**src/verilog/ldfm_pkg.sv**
```systemverilog
// constants for the dominant-timeout and bus-stuck fault monitor
package ldfm_pkg;
  // register indices; byte address is four times the index
  localparam logic [15:0] IDX_TIMEOUT_CONFIG = 16'hA0B0;
  localparam logic [15:0] IDX_TX_TO_LOW = 16'hA0B1;
  localparam logic [15:0] IDX_TX_TO_HIGH = 16'hA0B2;
  localparam logic [15:0] IDX_RX_TO_LOW = 16'hA0B3;
  localparam logic [15:0] IDX_RX_TO_HIGH = 16'hA0B4;
  localparam logic [15:0] IDX_CLR_LOW = 16'hA0B5;
  localparam logic [15:0] IDX_CLR_HIGH = 16'hA0B6;
  localparam logic [15:0] IDX_WAKE_CONFIG = 16'hA0B7;
  localparam logic [15:0] IDX_ACTIVE = 16'hA0B8;
  localparam logic [15:0] IDX_IRQ_STATUS = 16'hA0C0;
  localparam logic [15:0] IDX_IRQ_MASK = 16'hA0C1;
  // timeout configuration fields
  localparam int CFG_RX_BIT0 = 7;
  localparam int CFG_AUTO_EXIT = 6;
  localparam int CFG_RX_WAKE_EN = 5;
  localparam int CFG_TX_WAKE_EN = 4;
  localparam int CFG_RX_FLAG = 3;
  localparam int CFG_TX_FLAG = 2;
  localparam int CFG_RX_IRQ_EN = 1;
  localparam int CFG_TX_IRQ_EN = 0;
  // wakeup configuration fields
  localparam int WK_STUCK_FLAG = 7;
  localparam int WK_BUS_FLAG = 6;
  localparam int WK_STUCK_EN = 5;
  localparam int WK_BUS_EN = 4;
  localparam int WK_FILT_LSB = 0;
  localparam int WK_FILT_W = 4;
  // interrupt status and mask layout
  localparam int IRQ_TX = 0;
  localparam int IRQ_RX = 1;
  localparam int IRQ_WAKE = 2;
  localparam int IRQ_STUCK = 3;
  localparam int IRQ_W = 4;
  // reset values
  localparam logic [7:0] RESET_BYTE = 8'h00;
  localparam logic [IRQ_W-1:0] RESET_IRQ = 4'h0;
  // bus answers
  localparam logic [1:0] RESP_OKAY = 2'h0;
  localparam logic [1:0] RESP_SLVERR = 2'h2;
  // minimum address width to reach the highest index
  localparam int MIN_ADDR_W = 18;
  // bus-stuck watcher states
  typedef enum logic [1:0] {
    STK_WATCH = 2'b01,
    STK_STUCK = 2'b10
  } ldfm_stuck_type;
endpackage

```
**src/verilog/ldfm_monitor.sv**
```systemverilog
// dominant-timeout and bus-stuck fault monitor with an AXI4-Lite register slave
//
// The implementer's own choice: register access over AXI4-Lite.
`timescale 1ns/100ps

// Function
// - TX dominant for 16-bit threshold plus one fast ticks flags a TX fault.
// - RX threshold is 17 bits; low byte gives bits 8-1, high byte 16-9.
// - Wakeup detection sets the wakeup flag; it holds until software clears it.
// - Bus-stuck events raise wakeup or interrupt only while stuck enable is set.
// - A bus-stuck detection is reported in the stuck flag of the wakeup config.
// - RX threshold bit 0 comes from the timeout configuration register.
// - RX and TX fault flags set by hardware, cleared by software, own enables.
// - With auto break exit enabled an RX fault ends the break state.
module ldfm_monitor #(
  parameter int ADDR_W = 18
) (
  // clock and reset
  input wire logic i_clk,
  input wire logic i_resetn,
  // axi4-lite write address and data
  input wire logic i_awvalid,
  output logic o_awready,
  input wire logic [ADDR_W-1:0] i_awaddr,
  input wire logic [2:0] i_awprot,
  input wire logic i_wvalid,
  output logic o_wready,
  input wire logic [31:0] i_wdata,
  input wire logic [3:0] i_wstrb,
  // axi4-lite write response
  output logic o_bvalid,
  input wire logic i_bready,
  output logic [1:0] o_bresp,
  // axi4-lite read
  input wire logic i_arvalid,
  output logic o_arready,
  input wire logic [ADDR_W-1:0] i_araddr,
  input wire logic [2:0] i_arprot,
  output logic o_rvalid,
  input wire logic i_rready,
  output logic [31:0] o_rdata,
  output logic [1:0] o_rresp,
  // line and oscillator ticks, dominant is low
  input wire logic i_line_tx,
  input wire logic i_line_rx,
  input wire logic i_fast_osc_tick,
  input wire logic i_slow_osc_tick,
  // break state handshake with the frame logic
  input wire logic i_in_break,
  output logic o_break_exit,
  // wakeup and interrupt
  output logic o_wakeup,
  output logic o_irq
);
  import ldfm_pkg::*;
  // refused at elaboration: the register index needs 16 bits above the byte lanes
  if (ADDR_W < MIN_ADDR_W) begin : g_addr_check
    $error("ADDR_W too small for the register map");
  end
  function automatic logic [15:0] word_index(input logic [ADDR_W-1:0] addr);
    logic [ADDR_W-1:0] shifted;
    shifted = addr >> 2;
    return shifted[15:0];
  endfunction

  function automatic logic index_mapped(input logic [15:0] idx);
    return (idx >= IDX_TIMEOUT_CONFIG && idx <= IDX_ACTIVE) || idx == IDX_IRQ_STATUS || idx == IDX_IRQ_MASK;
  endfunction
  // registers
  logic [7:0] cfg_reg, tx_low_reg, tx_high_reg, rx_low_reg, rx_high_reg;
  logic [7:0] clr_low_reg, clr_high_reg, wake_reg, active_reg;
  logic [IRQ_W-1:0] irq_status_reg, irq_mask_reg;
  // write channel
  logic aw_held_reg, w_held_reg, w_lane_reg, bvalid_reg, do_write, wr_lane;
  logic [ADDR_W-1:0] aw_addr_reg;
  logic [7:0] w_byte_reg, wr_byte;
  logic [1:0] bresp_reg;
  logic [15:0] wr_idx;
  assign o_awready = !aw_held_reg && !bvalid_reg;
  assign o_wready = !w_held_reg && !bvalid_reg;
  assign o_bvalid = bvalid_reg;
  assign o_bresp = bresp_reg;
  assign wr_idx = word_index(aw_addr_reg);
  assign wr_byte = w_byte_reg;
  assign wr_lane = w_lane_reg;
  assign do_write = aw_held_reg && w_held_reg && !bvalid_reg;

  always_ff @(posedge i_clk or negedge i_resetn) begin
    if (!i_resetn) begin
      aw_held_reg <= 1'b0;
      w_held_reg <= 1'b0;
      aw_addr_reg <= '0;
      w_byte_reg <= RESET_BYTE;
      w_lane_reg <= 1'b0;
      bvalid_reg <= 1'b0;
      bresp_reg <= RESP_OKAY;
    end else begin
      if (i_awvalid && o_awready) begin
        aw_held_reg <= 1'b1;
        aw_addr_reg <= i_awaddr;
      end
      if (i_wvalid && o_wready) begin
        w_held_reg <= 1'b1;
        w_byte_reg <= i_wdata[7:0];
        w_lane_reg <= i_wstrb[0];
      end
      if (do_write) begin
        aw_held_reg <= 1'b0;
        w_held_reg <= 1'b0;
        bvalid_reg <= 1'b1;
        bresp_reg <= index_mapped(wr_idx) ? RESP_OKAY : RESP_SLVERR;
      end else if (bvalid_reg && i_bready) begin
        bvalid_reg <= 1'b0;
      end
    end
  end

  // software write strobes per register
  function automatic logic wr_hit(input logic [15:0] idx);
    return do_write && wr_lane && wr_idx == idx;
  endfunction
  // hardware events
  logic tx_event, rx_event, wake_event, stuck_event;

  always_ff @(posedge i_clk or negedge i_resetn) begin
    if (!i_resetn) begin
      tx_low_reg <= RESET_BYTE;
      tx_high_reg <= RESET_BYTE;
      rx_low_reg <= RESET_BYTE;
      rx_high_reg <= RESET_BYTE;
      clr_low_reg <= RESET_BYTE;
      clr_high_reg <= RESET_BYTE;
      active_reg <= RESET_BYTE;
      irq_mask_reg <= RESET_IRQ;
    end else begin
      if (wr_hit(IDX_TX_TO_LOW)) tx_low_reg <= wr_byte;
      if (wr_hit(IDX_TX_TO_HIGH)) tx_high_reg <= wr_byte;
      if (wr_hit(IDX_RX_TO_LOW)) rx_low_reg <= wr_byte;
      if (wr_hit(IDX_RX_TO_HIGH)) rx_high_reg <= wr_byte;
      if (wr_hit(IDX_CLR_LOW)) clr_low_reg <= wr_byte;
      if (wr_hit(IDX_CLR_HIGH)) clr_high_reg <= wr_byte;
      if (wr_hit(IDX_ACTIVE)) active_reg <= wr_byte;
      if (wr_hit(IDX_IRQ_MASK)) irq_mask_reg <= wr_byte[IRQ_W-1:0];
    end
  end
  // fault flags clear on a written zero; a same-cycle hardware set wins
  always_ff @(posedge i_clk or negedge i_resetn) begin
    if (!i_resetn) begin
      cfg_reg <= RESET_BYTE;
    end else begin
      if (wr_hit(IDX_TIMEOUT_CONFIG)) begin
        cfg_reg <= wr_byte & ~(8'h01 << CFG_RX_FLAG) & ~(8'h01 << CFG_TX_FLAG);
        cfg_reg[CFG_RX_FLAG] <= cfg_reg[CFG_RX_FLAG] & wr_byte[CFG_RX_FLAG];
        cfg_reg[CFG_TX_FLAG] <= cfg_reg[CFG_TX_FLAG] & wr_byte[CFG_TX_FLAG];
      end
      if (tx_event) cfg_reg[CFG_TX_FLAG] <= 1'b1;
      if (rx_event) cfg_reg[CFG_RX_FLAG] <= 1'b1;
    end
  end

  always_ff @(posedge i_clk or negedge i_resetn) begin
    if (!i_resetn) begin
      wake_reg <= RESET_BYTE;
    end else begin
      if (wr_hit(IDX_WAKE_CONFIG)) begin
        wake_reg[WK_STUCK_EN] <= wr_byte[WK_STUCK_EN];
        wake_reg[WK_BUS_EN] <= wr_byte[WK_BUS_EN];
        wake_reg[WK_FILT_LSB +: WK_FILT_W] <= wr_byte[WK_FILT_LSB +: WK_FILT_W];
        wake_reg[WK_BUS_FLAG] <= wake_reg[WK_BUS_FLAG] & wr_byte[WK_BUS_FLAG];
        wake_reg[WK_STUCK_FLAG] <= wake_reg[WK_STUCK_FLAG] & wr_byte[WK_STUCK_FLAG];
      end
      if (wake_event) wake_reg[WK_BUS_FLAG] <= 1'b1;
      if (stuck_event) wake_reg[WK_STUCK_FLAG] <= 1'b1;
    end
  end
  // interrupt status: set by enabled events, cleared by writing one
  logic [IRQ_W-1:0] irq_set;
  assign irq_set[IRQ_TX] = tx_event && cfg_reg[CFG_TX_IRQ_EN];
  assign irq_set[IRQ_RX] = rx_event && cfg_reg[CFG_RX_IRQ_EN];
  assign irq_set[IRQ_WAKE] = wake_event && wake_reg[WK_BUS_EN];
  assign irq_set[IRQ_STUCK] = stuck_event && wake_reg[WK_STUCK_EN];

  always_ff @(posedge i_clk or negedge i_resetn) begin
    if (!i_resetn) begin
      irq_status_reg <= RESET_IRQ;
    end else if (wr_hit(IDX_IRQ_STATUS)) begin
      irq_status_reg <= (irq_status_reg & ~wr_byte[IRQ_W-1:0]) | irq_set;
    end else begin
      irq_status_reg <= irq_status_reg | irq_set;
    end
  end

  assign o_irq = |(irq_status_reg & irq_mask_reg);
  // wakeup stays a level while an enabled flag is pending
  assign o_wakeup = (wake_reg[WK_BUS_FLAG] && wake_reg[WK_BUS_EN]) ||
                    (wake_reg[WK_STUCK_FLAG] && wake_reg[WK_STUCK_EN]) ||
                    (cfg_reg[CFG_RX_FLAG] && cfg_reg[CFG_RX_WAKE_EN]) ||
                    (cfg_reg[CFG_TX_FLAG] && cfg_reg[CFG_TX_WAKE_EN]);
  // read channel, one cycle from address to data
  logic rvalid_reg;
  logic [31:0] rdata_reg;
  logic [1:0] rresp_reg;
  logic [7:0] rd_byte;
  logic [15:0] rd_idx;
  assign o_arready = !rvalid_reg;
  assign o_rvalid = rvalid_reg;
  assign o_rdata = rdata_reg;
  assign o_rresp = rresp_reg;
  assign rd_idx = word_index(i_araddr);

  always_comb begin
    case (rd_idx)
      IDX_TIMEOUT_CONFIG: rd_byte = cfg_reg;
      IDX_TX_TO_LOW: rd_byte = tx_low_reg;
      IDX_TX_TO_HIGH: rd_byte = tx_high_reg;
      IDX_RX_TO_LOW: rd_byte = rx_low_reg;
      IDX_RX_TO_HIGH: rd_byte = rx_high_reg;
      IDX_CLR_LOW: rd_byte = clr_low_reg;
      IDX_CLR_HIGH: rd_byte = clr_high_reg;
      IDX_WAKE_CONFIG: rd_byte = wake_reg;
      IDX_ACTIVE: rd_byte = active_reg;
      IDX_IRQ_STATUS: rd_byte = {4'h0, irq_status_reg};
      IDX_IRQ_MASK: rd_byte = {4'h0, irq_mask_reg};
      default: rd_byte = RESET_BYTE;
    endcase
  end

  always_ff @(posedge i_clk or negedge i_resetn) begin
    if (!i_resetn) begin
      rvalid_reg <= 1'b0;
      rdata_reg <= 32'h00000000;
      rresp_reg <= RESP_OKAY;
    end else if (i_arvalid && o_arready) begin
      rvalid_reg <= 1'b1;
      rdata_reg <= {24'h000000, rd_byte};
      rresp_reg <= index_mapped(rd_idx) ? RESP_OKAY : RESP_SLVERR;
    end else if (rvalid_reg && i_rready) begin
      rvalid_reg <= 1'b0;
    end
  end
  // dominant timeout counters on fast ticks; one event per dominant episode
  logic [15:0] tx_thr, tx_cnt_reg;
  logic [16:0] rx_thr, rx_cnt_reg;
  logic tx_done_reg, rx_done_reg;
  assign tx_thr = {tx_high_reg, tx_low_reg};
  assign rx_thr = {rx_high_reg, rx_low_reg, cfg_reg[CFG_RX_BIT0]};
  assign tx_event = !i_line_tx && i_fast_osc_tick && !tx_done_reg && tx_cnt_reg == tx_thr;
  assign rx_event = !i_line_rx && i_fast_osc_tick && !rx_done_reg && rx_cnt_reg == rx_thr;

  always_ff @(posedge i_clk or negedge i_resetn) begin
    if (!i_resetn) begin
      tx_cnt_reg <= 16'h0000;
      tx_done_reg <= 1'b0;
    end else if (i_line_tx) begin
      tx_cnt_reg <= 16'h0000;
      tx_done_reg <= 1'b0;
    end else if (tx_event) begin
      tx_done_reg <= 1'b1;
    end else if (i_fast_osc_tick && !tx_done_reg) begin
      tx_cnt_reg <= tx_cnt_reg + 16'h0001;
    end
  end

  always_ff @(posedge i_clk or negedge i_resetn) begin
    if (!i_resetn) begin
      rx_cnt_reg <= 17'h00000;
      rx_done_reg <= 1'b0;
    end else if (i_line_rx) begin
      rx_cnt_reg <= 17'h00000;
      rx_done_reg <= 1'b0;
    end else if (rx_event) begin
      rx_done_reg <= 1'b1;
    end else if (i_fast_osc_tick && !rx_done_reg) begin
      rx_cnt_reg <= rx_cnt_reg + 17'h00001;
    end
  end
  // break exit pulse; only taken while the frame logic reports break
  always_ff @(posedge i_clk or negedge i_resetn) begin
    if (!i_resetn) begin
      o_break_exit <= 1'b0;
    end else begin
      o_break_exit <= rx_event && cfg_reg[CFG_AUTO_EXIT] && i_in_break;
    end
  end
  // wakeup filter: rx dominant for filter value plus one slow ticks
  logic [WK_FILT_W-1:0] wk_cnt_reg;
  logic wk_done_reg;
  assign wake_event = !i_line_rx && i_slow_osc_tick && !wk_done_reg &&
                      wk_cnt_reg == wake_reg[WK_FILT_LSB +: WK_FILT_W];

  always_ff @(posedge i_clk or negedge i_resetn) begin
    if (!i_resetn) begin
      wk_cnt_reg <= '0;
      wk_done_reg <= 1'b0;
    end else if (i_line_rx) begin
      wk_cnt_reg <= '0;
      wk_done_reg <= 1'b0;
    end else if (wake_event) begin
      wk_done_reg <= 1'b1;
    end else if (i_slow_osc_tick && !wk_done_reg) begin
      wk_cnt_reg <= wk_cnt_reg + 4'h1;
    end
  end
  // bus-stuck watcher: the clear width must pass before a new detection can arm
  ldfm_stuck_type stk_state_reg;
  logic [15:0] stk_cnt_reg;
  logic [15:0] clr_thr;
  assign clr_thr = {clr_high_reg, clr_low_reg};
  assign stuck_event = stk_state_reg == STK_WATCH && !i_line_rx && i_slow_osc_tick &&
                       stk_cnt_reg[7:0] == active_reg;

  always_ff @(posedge i_clk or negedge i_resetn) begin
    if (!i_resetn) begin
      stk_state_reg <= STK_WATCH;
      stk_cnt_reg <= 16'h0000;
    end else begin
      case (stk_state_reg)
        STK_WATCH: begin
          if (i_line_rx) begin
            stk_cnt_reg <= 16'h0000;
          end else if (stuck_event) begin
            stk_state_reg <= STK_STUCK;
            stk_cnt_reg <= 16'h0000;
          end else if (i_slow_osc_tick) begin
            stk_cnt_reg <= stk_cnt_reg + 16'h0001;
          end
        end
        STK_STUCK: begin
          if (!i_line_rx) begin
            stk_cnt_reg <= 16'h0000;
          end else if (i_slow_osc_tick && stk_cnt_reg == clr_thr) begin
            stk_state_reg <= STK_WATCH;
            stk_cnt_reg <= 16'h0000;
          end else if (i_slow_osc_tick) begin
            stk_cnt_reg <= stk_cnt_reg + 16'h0001;
          end
        end
        default: begin
          stk_state_reg <= STK_WATCH;
          stk_cnt_reg <= 16'h0000;
        end
      endcase
    end
  end
  // checks
  tx_flag_set_a: assert property (@(posedge i_clk) disable iff (!i_resetn)
    tx_event |=> cfg_reg[CFG_TX_FLAG]) else $error("tx fault flag not set");
  rx_flag_set_a: assert property (@(posedge i_clk) disable iff (!i_resetn)
    rx_event |=> cfg_reg[CFG_RX_FLAG]) else $error("rx fault flag not set");
  rx_count_clear_a: assert property (@(posedge i_clk) disable iff (!i_resetn)
    i_line_rx |=> rx_cnt_reg == 17'h00000) else $error("rx counter not cleared");
  tx_threshold_a: assert property (@(posedge i_clk) disable iff (!i_resetn)
    tx_event |-> tx_cnt_reg == {tx_high_reg, tx_low_reg}) else $error("tx event off threshold");
  rx_bit0_a: assert property (@(posedge i_clk) disable iff (!i_resetn)
    rx_event |-> rx_cnt_reg[0] == cfg_reg[CFG_RX_BIT0]) else $error("rx bit0 mismatch");
  wake_flag_hold_a: assert property (@(posedge i_clk) disable iff (!i_resetn)
    wake_reg[WK_BUS_FLAG] && !wr_hit(IDX_WAKE_CONFIG) |=> wake_reg[WK_BUS_FLAG])
    else $error("wakeup flag dropped");
  stuck_gate_a: assert property (@(posedge i_clk) disable iff (!i_resetn)
    !wake_reg[WK_STUCK_EN] |-> !irq_set[IRQ_STUCK]) else $error("stuck irq while disabled");
  stuck_flag_a: assert property (@(posedge i_clk) disable iff (!i_resetn)
    stuck_event |=> wake_reg[WK_STUCK_FLAG] && stk_state_reg == STK_STUCK) else $error("stuck not reported");
  stuck_rearm_a: assert property (@(posedge i_clk) disable iff (!i_resetn)
    stk_state_reg == STK_STUCK && !i_line_rx |=> stk_state_reg == STK_STUCK) else $error("stuck left while dominant");
  break_exit_a: assert property (@(posedge i_clk) disable iff (!i_resetn)
    o_break_exit |-> $past(cfg_reg[CFG_AUTO_EXIT]) && $past(rx_event)) else $error("break exit without cause");
  irq_level_a: assert property (@(posedge i_clk) disable iff (!i_resetn)
    $rose(o_irq) |-> $past(|irq_set) || $past(wr_hit(IDX_IRQ_MASK))) else $error("irq without cause");
endmodule

```
**config.mk**
```make
export PLATFORM = sky130hd
export DESIGN_NAME = ldfm_monitor
export DESIGN_NICKNAME = d
export VERILOG_FILES = /design/src/verilog/ldfm_pkg.sv /design/src/verilog/ldfm_monitor.sv
export SDC_FILE = /design/constraint.sdc
export NUM_CORES = 1
export LEC_CHECK = 0
export BUFFER_PORTS_ARGS = -buffer_cell sky130_fd_sc_hd__buf_4
export CORE_ASPECT_RATIO = 1.1
export CORE_MARGIN = 5
export CORE_UTILIZATION = 58
export DETAILED_ROUTE_END_ITERATION = 7
export PLACE_DENSITY = 0.88
export SETUP_SLACK_MARGIN = 0.4
export SYNTH_ARGS = -nofsm -noshare
export SYNTH_HDL_FRONTEND = slang
export SYNTH_SLANG_ARGS = --single-unit
```
**constraint.sdc**
```tcl
create_clock -name i_clk -period 2.5 [get_ports i_clk]
set_input_delay 0.25 -clock i_clk [delete_from_list [all_inputs] [get_ports i_clk]]
set_output_delay 0.25 -clock i_clk [all_outputs]
set_load 0.02 [all_outputs]
```
# == Word level (Yosys, flattened, before mapping) ==
# Index checks and enable logic that the tools add are counted.
# Widths: inputs -> output; s select.
# classes
addsub,4
magnitude_cmp,4
eq_ne,36
mux,44
bitwise_logic,9
n_reduce_logical,84
# ops
operator,count
$eq 16x16->1 const B,22
$mux 16,8
$pmux 8 s11,1
$mux 17,3
$logic_and 1x1->1,49
$add 16x1->16 const B,2
$eq 16x16->1,2
$ge 16x16->1 const B,2
$le 16x16->1 const B,2
$pmux 16 s2,1
$reduce_bool 2->1,14
$mux 4,5
$mux 1,18
$add 17x1->17 const B,1
$eq 17x17->1,1
$ne 2x2->1 const B,7
$mux 2,6
$logic_not 1->1,9
$and 4x4->4,2
$eq 8x8->1,1
$mux 8,1
$or 4x4->4,2
$logic_or 1x1->1,7
$reduce_and 2->1,3
9 further kinds,12
# word_totals
regBits,182
input_bits,90
output_inout_bits,44

# == Longest topological paths before layout ==
# Gate-level depths: netlist of run 1.
# depth
depth_word,7
ltp_mapped,8

# == Worst setup path after synthesis of run 1 ==
# Ideal clock, no wire load.
# synth_timing
path_type,register to register
from,register bvalid_reg (netlist: o_bvalid)
to,register tx_high_reg[0]
setup_time_ns,0.125
arrival_time_ns,2.271
t_required_ns,2.375
slack_ns,0.104
path_stages_with_launch,8
period_less_slack_ns,2.396
path_cell_list,dfrtp_1 and3b_1 buf_4 nand4_2 or4_1 buf_2 nor3b_4 mux2_2
# synth_between
elab_chain_len,4
# synth_rtl
element,line_no,text
from (decl),ldfm_monitor.sv:74,"logic aw_held_reg, w_held_reg, w_lane_reg, bvalid_reg, do_write, wr_lane;"
from (signal assigned),ldfm_monitor.sv:95,bvalid_reg <= 1'b0;
from (signal assigned),ldfm_monitor.sv:110,bvalid_reg <= 1'b1;
from (signal assigned),ldfm_monitor.sv:113,bvalid_reg <= 1'b0;
$logic_not 1->1,ldfm_monitor.sv:86,assign do_write = aw_held_reg && w_held_reg && !bvalid_reg;
$logic_and 1x1->1,ldfm_monitor.sv:86,
$logic_and 1x1->1 (2 in series),ldfm_monitor.sv:120,return do_write && wr_lane && wr_idx == idx;
to (signal assigned),ldfm_monitor.sv:137,if (wr_hit(IDX_TX_TO_HIGH)) tx_high_reg <= wr_byte;
to (decl),ldfm_monitor.sv:70,"logic [7:0] cfg_reg, tx_low_reg, tx_high_reg, rx_low_reg, rx_high_reg;"
# No other way between the ends.
# A chain may end at the register's enable or synchronous reset.

# == Worst setup path after layout of run 1 ==
# layout_timing
from,register aw_addr_reg[11]
to,register tx_high_reg[0]
# layout_between
elab_chain_len,2
# layout_rtl
element,line_no,text
from (decl),ldfm_monitor.sv:75,logic [ADDR_W-1:0] aw_addr_reg;
from (signal assigned),ldfm_monitor.sv:100,aw_addr_reg <= i_awaddr;
$eq 16x16->1,ldfm_monitor.sv:120,
$logic_and 1x1->1,ldfm_monitor.sv:120,
# No other way between the ends.

==> impl_metrics.ini, run 1 <==
[setup_path]
cp.arrival_ps = 2630
startpoint_type = flop
critPathMaxFanout = 8
cp-end-kind = flop
critical_path_required_ps = 2830
worstSetupPathType = flop to flop

[yosys]
synth_flop_cell = dfrtp_1
synthTopCellsByArea = dfrtp_1 47%, mux2_2 12%, xnor2_1 6.0%
ys_warn_count = 0
synth-xor-area-share = 0.0764
synth-compound-area-share = 0.0941
async_reset_ff_frac = 1.00
synthAdderAreaFrac = 0.00789
seq_area_frac_synth = 0.468
synth_top_family_by_area = simple AND/OR/NAND/NOR gates
syn_area_per_cell_sq_um = 10.5
synth_cells = 904
synth_edf_count = 0
synth.ff_latch_count = 178
synth-simple-area-share = 0.184
syn_area_sq_um = 9520
synth.area.mux_share = 0.127
yosysMostFrequentCell = dfrtp_1
synthDistinctLibCells = 67
synthTopCellsByCount = 177 x dfrtp_1, 101 x mux2_2, 67 x nand2_1
synth_top_area_share = 0.465
yosysTopAreaCell = dfrtp_1

[global_route]
grt_first_pass_wirelength_um = 43100
grt_max_degree = 61
grt_pass1_vias = 7816
antenna_found_initial = 0
gr-usage-all-layers = 0.290
overflow = 0

[sta]
hold_viol = 0
setup_viol = 0
tightest_slew_ps = 667
period_share = 0.923
fin_crit_ps = 2310
rsz0062_at_grt = yes
relSlewSlack = 0.550
fin_skew_ps = 10.6
max_freq_mhz = 434
finalMaxSlewViolations = 0
worst_hold_slack_ps = 32.4

[layout]
multi_input_area_sq_um = 4950
n_antenna_cell = 0
areaGrowthSynthToFinish_pct = 20.0
largest_reg_flops = 17
drive_gt1_frac = 0.290
nNetsFinal = 1107
design_area_sq_um = 11400
n_fill_cell = 1086
postLayoutCoreUtil = 0.703
ff_latch_area_sq_um = 4460

[clock_tree]
path_clk_slew_ps = 70
numClockSinks = 178
cts_buffer_depth = 2
tritoncts = done
clock_latency_ps = 450
cts_root_buf = clkbuf_16
h-tree-depth = 4
numCtsBuffers = 17

[drt]
vias = 7947
antenna_left = 0
drtIter0Drc = 953
routed_via_density = 6.47
dr.pass1.iters = 5
wire_per_inst_um = 22.9
drc = 0
wirelength_um = 28100

[placed_design]
dpl_cell_area_sq_um = 10500
gp_congestion = 0.966
port_buffers = 70
hpwl_um = 19400

[die]
num_rows = 49
die_area_sq_um = 19100
die_h_um = 144
initial_core_util = 0.586
core_sq_um = 16200
io_pins = 134
die_w_um = 132

[power]
leakage_nw = 4.99
p_total_mw = 8.26
ir_drop_mv = 0.904
power_density_nw_per_um2 = 723

[outcome]
status = finished clean

[flow_run]
cap_violations = 0

[worst_hold_path]
hold_path_class = input pin to flop
[path summary, 6_finish.rpt]
| kind | startpoint | endpoint | slack (ps) | cells after the start |
|---|---|---|---|---|
| setup / recovery | aw_addr_reg[11] | tx_high_reg[0] | 190 | 7 |
| min in group asynchronous | i_resetn | tx_low_reg[5] | 360 | 2 |
| max in group asynchronous | i_resetn | stk_state_reg[0] | 1390 | 3 |
| hold reg to reg | aw_addr_reg[15] | aw_addr_reg[15] | 500 | 1 |
| setup reg to reg | aw_addr_reg[11] | tx_high_reg[0] | 190 | 7 |
| hold / removal | i_awaddr[13] | aw_addr_reg[13] | 30 | 2 |
[metrics by stage]
step	setup WS (ps)	instances	setup TNS, ps
detailed placement	-6.37	1180	-9.22
global placement	59.2	1180	0
global route	90.0	1228	0
finish	193	1228	0
floorplan	122	929	0
CTS	180	1217	0
[report_power, final]
group	leakage (nW)	internal (mW)	switching, mW
Combinational	2.32	0.709	0.791
Clock	0.307	1.72	1.22
Sequential	2.37	3.18	0.635
[final cells by class]
cell class | count | area share
Inverter | 12 | 0.00394
Tap cell | 204 | 0.0224
Sequential cell | 178 | 0.391
Clock buffer | 19 | 0.0388
Clock inverter | 13 | 0.0174
Timing Repair Buffer | 128 | 0.0935
Multi-Input combinational cell | 674 | 0.433
[cells by family (layout without fill, tap and decap cells)]
family,Yosys count,in the layout
buffers and inverters,77,172
other,1,26
adders and majority gates,6,6
DFF,178,178
muxes,108,108
xor gates and xnor gates,83,83
and+or+nand+nor,320,320
AOI/OAI and AO/OA,131,131
[layout by cell type (no fill, tap or decap), drive strengths merged, types with 6 or more instances in the layout]
cell / instances
mux2: 101
dfrtp: 177
or3: 12
a22oi: 16
nor2: 58
ha: 6
o21ai: 26
nand3: 34
clkbuf: 20
conb: 26
a31oi: 6
nor3: 23
xnor2: 65
buf: 124
nor4: 12
and3: 14
xor2: 18
nor3b: 6
inv: 16
a21oi: 29
o31ai: 10
nand4: 24
nand2: 67
or4: 12
nand2b: 13
mux2i: 7
nor2b: 14
[critical path, cell delays in order, from the launching register on]
cell     delay [ps]
dfrtp_1         390
nor4_2          310
buf_4           180
nand4_4         120
or4_4           490
nor3b_4         230
buf_12          170
mux2_4          310
[timing repair]
item,CTS,global route
gates cloned,0,1
hold buffers,3,0
setup endpoints to repair,71,95
gates resized for setup,14,26
endpoints found under the hold margin,59,0
pin swaps,4,7
buffers inserted,2,10
[metal layers]
metal	share of wire	track usage	wire length, um	up-vias
met5	0	0	0	-
met2	0.49	0.477	13800	434
met3	0.081	0.0595	2270	91
met1	0.38	0.372	10800	3966
met4	0.044	0.135	1230	0
li1	-	-	-	3456
Power figures use the tool's default switching activity.
==> run 2, diff against run 1 <==
==> constraint.sdc (replaced) <==
create_clock -name i_clk -period 2.4 [get_ports i_clk]
set_input_delay 0.24 -clock i_clk [delete_from_list [all_inputs] [get_ports i_clk]]
set_output_delay 0.24 -clock i_clk [all_outputs]
set_load 0.02 [all_outputs]
==> impl_metrics.ini, run 2 (synthesis results as in run 1) <==
[setup_path]
worstSetupPathDepth = 10
slowest_delay_ps = 400
rr_endpoint = clr_high_reg[0]
worstPathCellList = nor4_2 -> buf_4 -> nand4_4 -> buf_6 -> buf_6 -> nor4b_4 -> buf_4 -> nand3b_1 -> buf_6 -> mux2_4
crit_path_top_delay_cell = dfrtp_1
reg2reg_from = aw_addr_reg[11]
crit_buf_inv = 5
startpoint_type = flop
critPathMaxFanout = 8
cp.arrival_ps = 2660
cp-end-kind = flop
crit_path_end = clr_high_reg[0]
reg2reg_slack_ps = 70
critical_path_required_ps = 2720
critPathTopFamily = buffers and inverters
startpoint = aw_addr_reg[11]
r2r_cells = 10
worstSetupPathType = flop to flop
cp_common_cell = buf_6

[clock_tree]
cts_buffer_depth = 2
path_clk_slew_ps = 70
tritoncts = done
clock_latency_ps = 440
numClockSinks = 178
h-tree-depth = 4
cts_root_buf = clkbuf_16
numCtsBuffers = 17

[placed_design]
placed_cells = 1184
port_buffers = 70
gp_congestion = 0.977
dpl_cell_area_sq_um = 10500
hpwl_um = 19900

[global_route]
gr-usage-all-layers = 0.304
grt_first_pass_wirelength_um = 45300
antenna_found_initial = 0
overflow = 0
grt_max_degree = 67
grt_pass1_vias = 8268

[layout]
drive_gt1_frac = 0.366
postLayoutCoreUtil = 0.739
areaGrowthSynthToFinish_pct = 26.1
nNetsFinal = 1139
finalNonFillerCells = 1260
layout_commonest_cell = dfrtp_1
n_antenna_cell = 0
design_area_sq_um = 12000
mostFrequentLayoutCells = 162 x dfrtp_1, 133 x buf_4, 74 x mux2_2
largest_reg_flops = 17

[drt]
antenna_left = 0
wirelength_um = 32100
routed_via_density = 6.80
drc = 0
dr.pass1.iters = 6
drtIter0Drc = 932
wire_per_inst_um = 25.5
vias = 8563

[sta]
hold_viol = 0
fin_skew_ps = 8.44
max_freq_mhz = 428
tightest_slew_ps = 851
rsz0062_at_grt = yes
finalMaxSlewViolations = 0
relSlewSlack = 0.427
setup_viol = 0
period_share = 0.973
fin_crit_ps = 2330

[worst_hold_path]
hold_path_class = input pin to flop

[die]
initial_core_util = 0.586
num_rows = 49
core_sq_um = 16200
io_pins = 134
die_area_sq_um = 19100
die_h_um = 144
die_w_um = 132

[power]
ir_drop_mv = 0.771
power_density_nw_per_um2 = 737
leakage_nw = 5.19

[flow_run]
cap_violations = 0

[outcome]
status = finished clean
==> run 2: worst min path at each step <==
| stage | slack, ps | depth (start not counted) | end | from |
|---|---|---|---|---|
| after global placement | 270 | 1 | tx_cnt_reg[3] | i_resetn |
| final | 30 | 2 | w_byte_reg[4] | i_wdata[4] |
| after floorplan | -60 | 0 | active_reg[0] | i_resetn |
| after detailed placement | 270 | 1 | tx_cnt_reg[5] | i_resetn |
| after global routing | 20 | 2 | w_byte_reg[2] | i_wdata[2] |
| after CTS | 2 | 3 | aw_addr_reg[5] | i_awaddr[5] |
==> run 2: per-stage QoR <==
stage	setup WS (ps)	hold slack, ps	setup TNS [ps]	total power, mW
after floorplan	22.5	-55.6	0	4.76
after global placement	83.3	274	0	5.37
after detailed placement	6.85	273	0	5.46
after CTS	89.7	1.82	0	8.43
after global routing	-14.3	20.2	-14.3	9.10
final	65.1	26.8	0	8.85
==> run 2: power breakdown <==
| group | internal (mW) | switching, mW |
|---|---|---|
| combinational | 0.868 | 1.05 |
| clock | 1.60 | 1.33 |
| sequential | 3.31 | 0.696 |
==> run 2: timing repair <==
action,CTS,global route
setup buffers,11,25
cloned,1,3
endpoints found under the setup margin,104,127
hold endpoints to repair,62,1
pin swaps,8,50
hold buffers,3,1
gates resized for setup,32,115
==> run 2: cell type report <==
cell class,instances,area [sq um]
Clock buffer,18,439
Clock inverter,14,169
Fill cell,993,4240
Inverter,12,45.0
Multi-Input combinational cell,674,5250
Sequential cell,178,4470
Tap cell,204,255
Timing Repair Buffer,160,1380
==> run 2: metal layers <==
layer  track usage  up-vias  part of all wire
met1         0.350     4128              0.34
li1              -     3529                 -
met4         0.195        0             0.082
met5             0        -                 0
met2         0.508      667              0.47
met3        0.0786      239              0.11
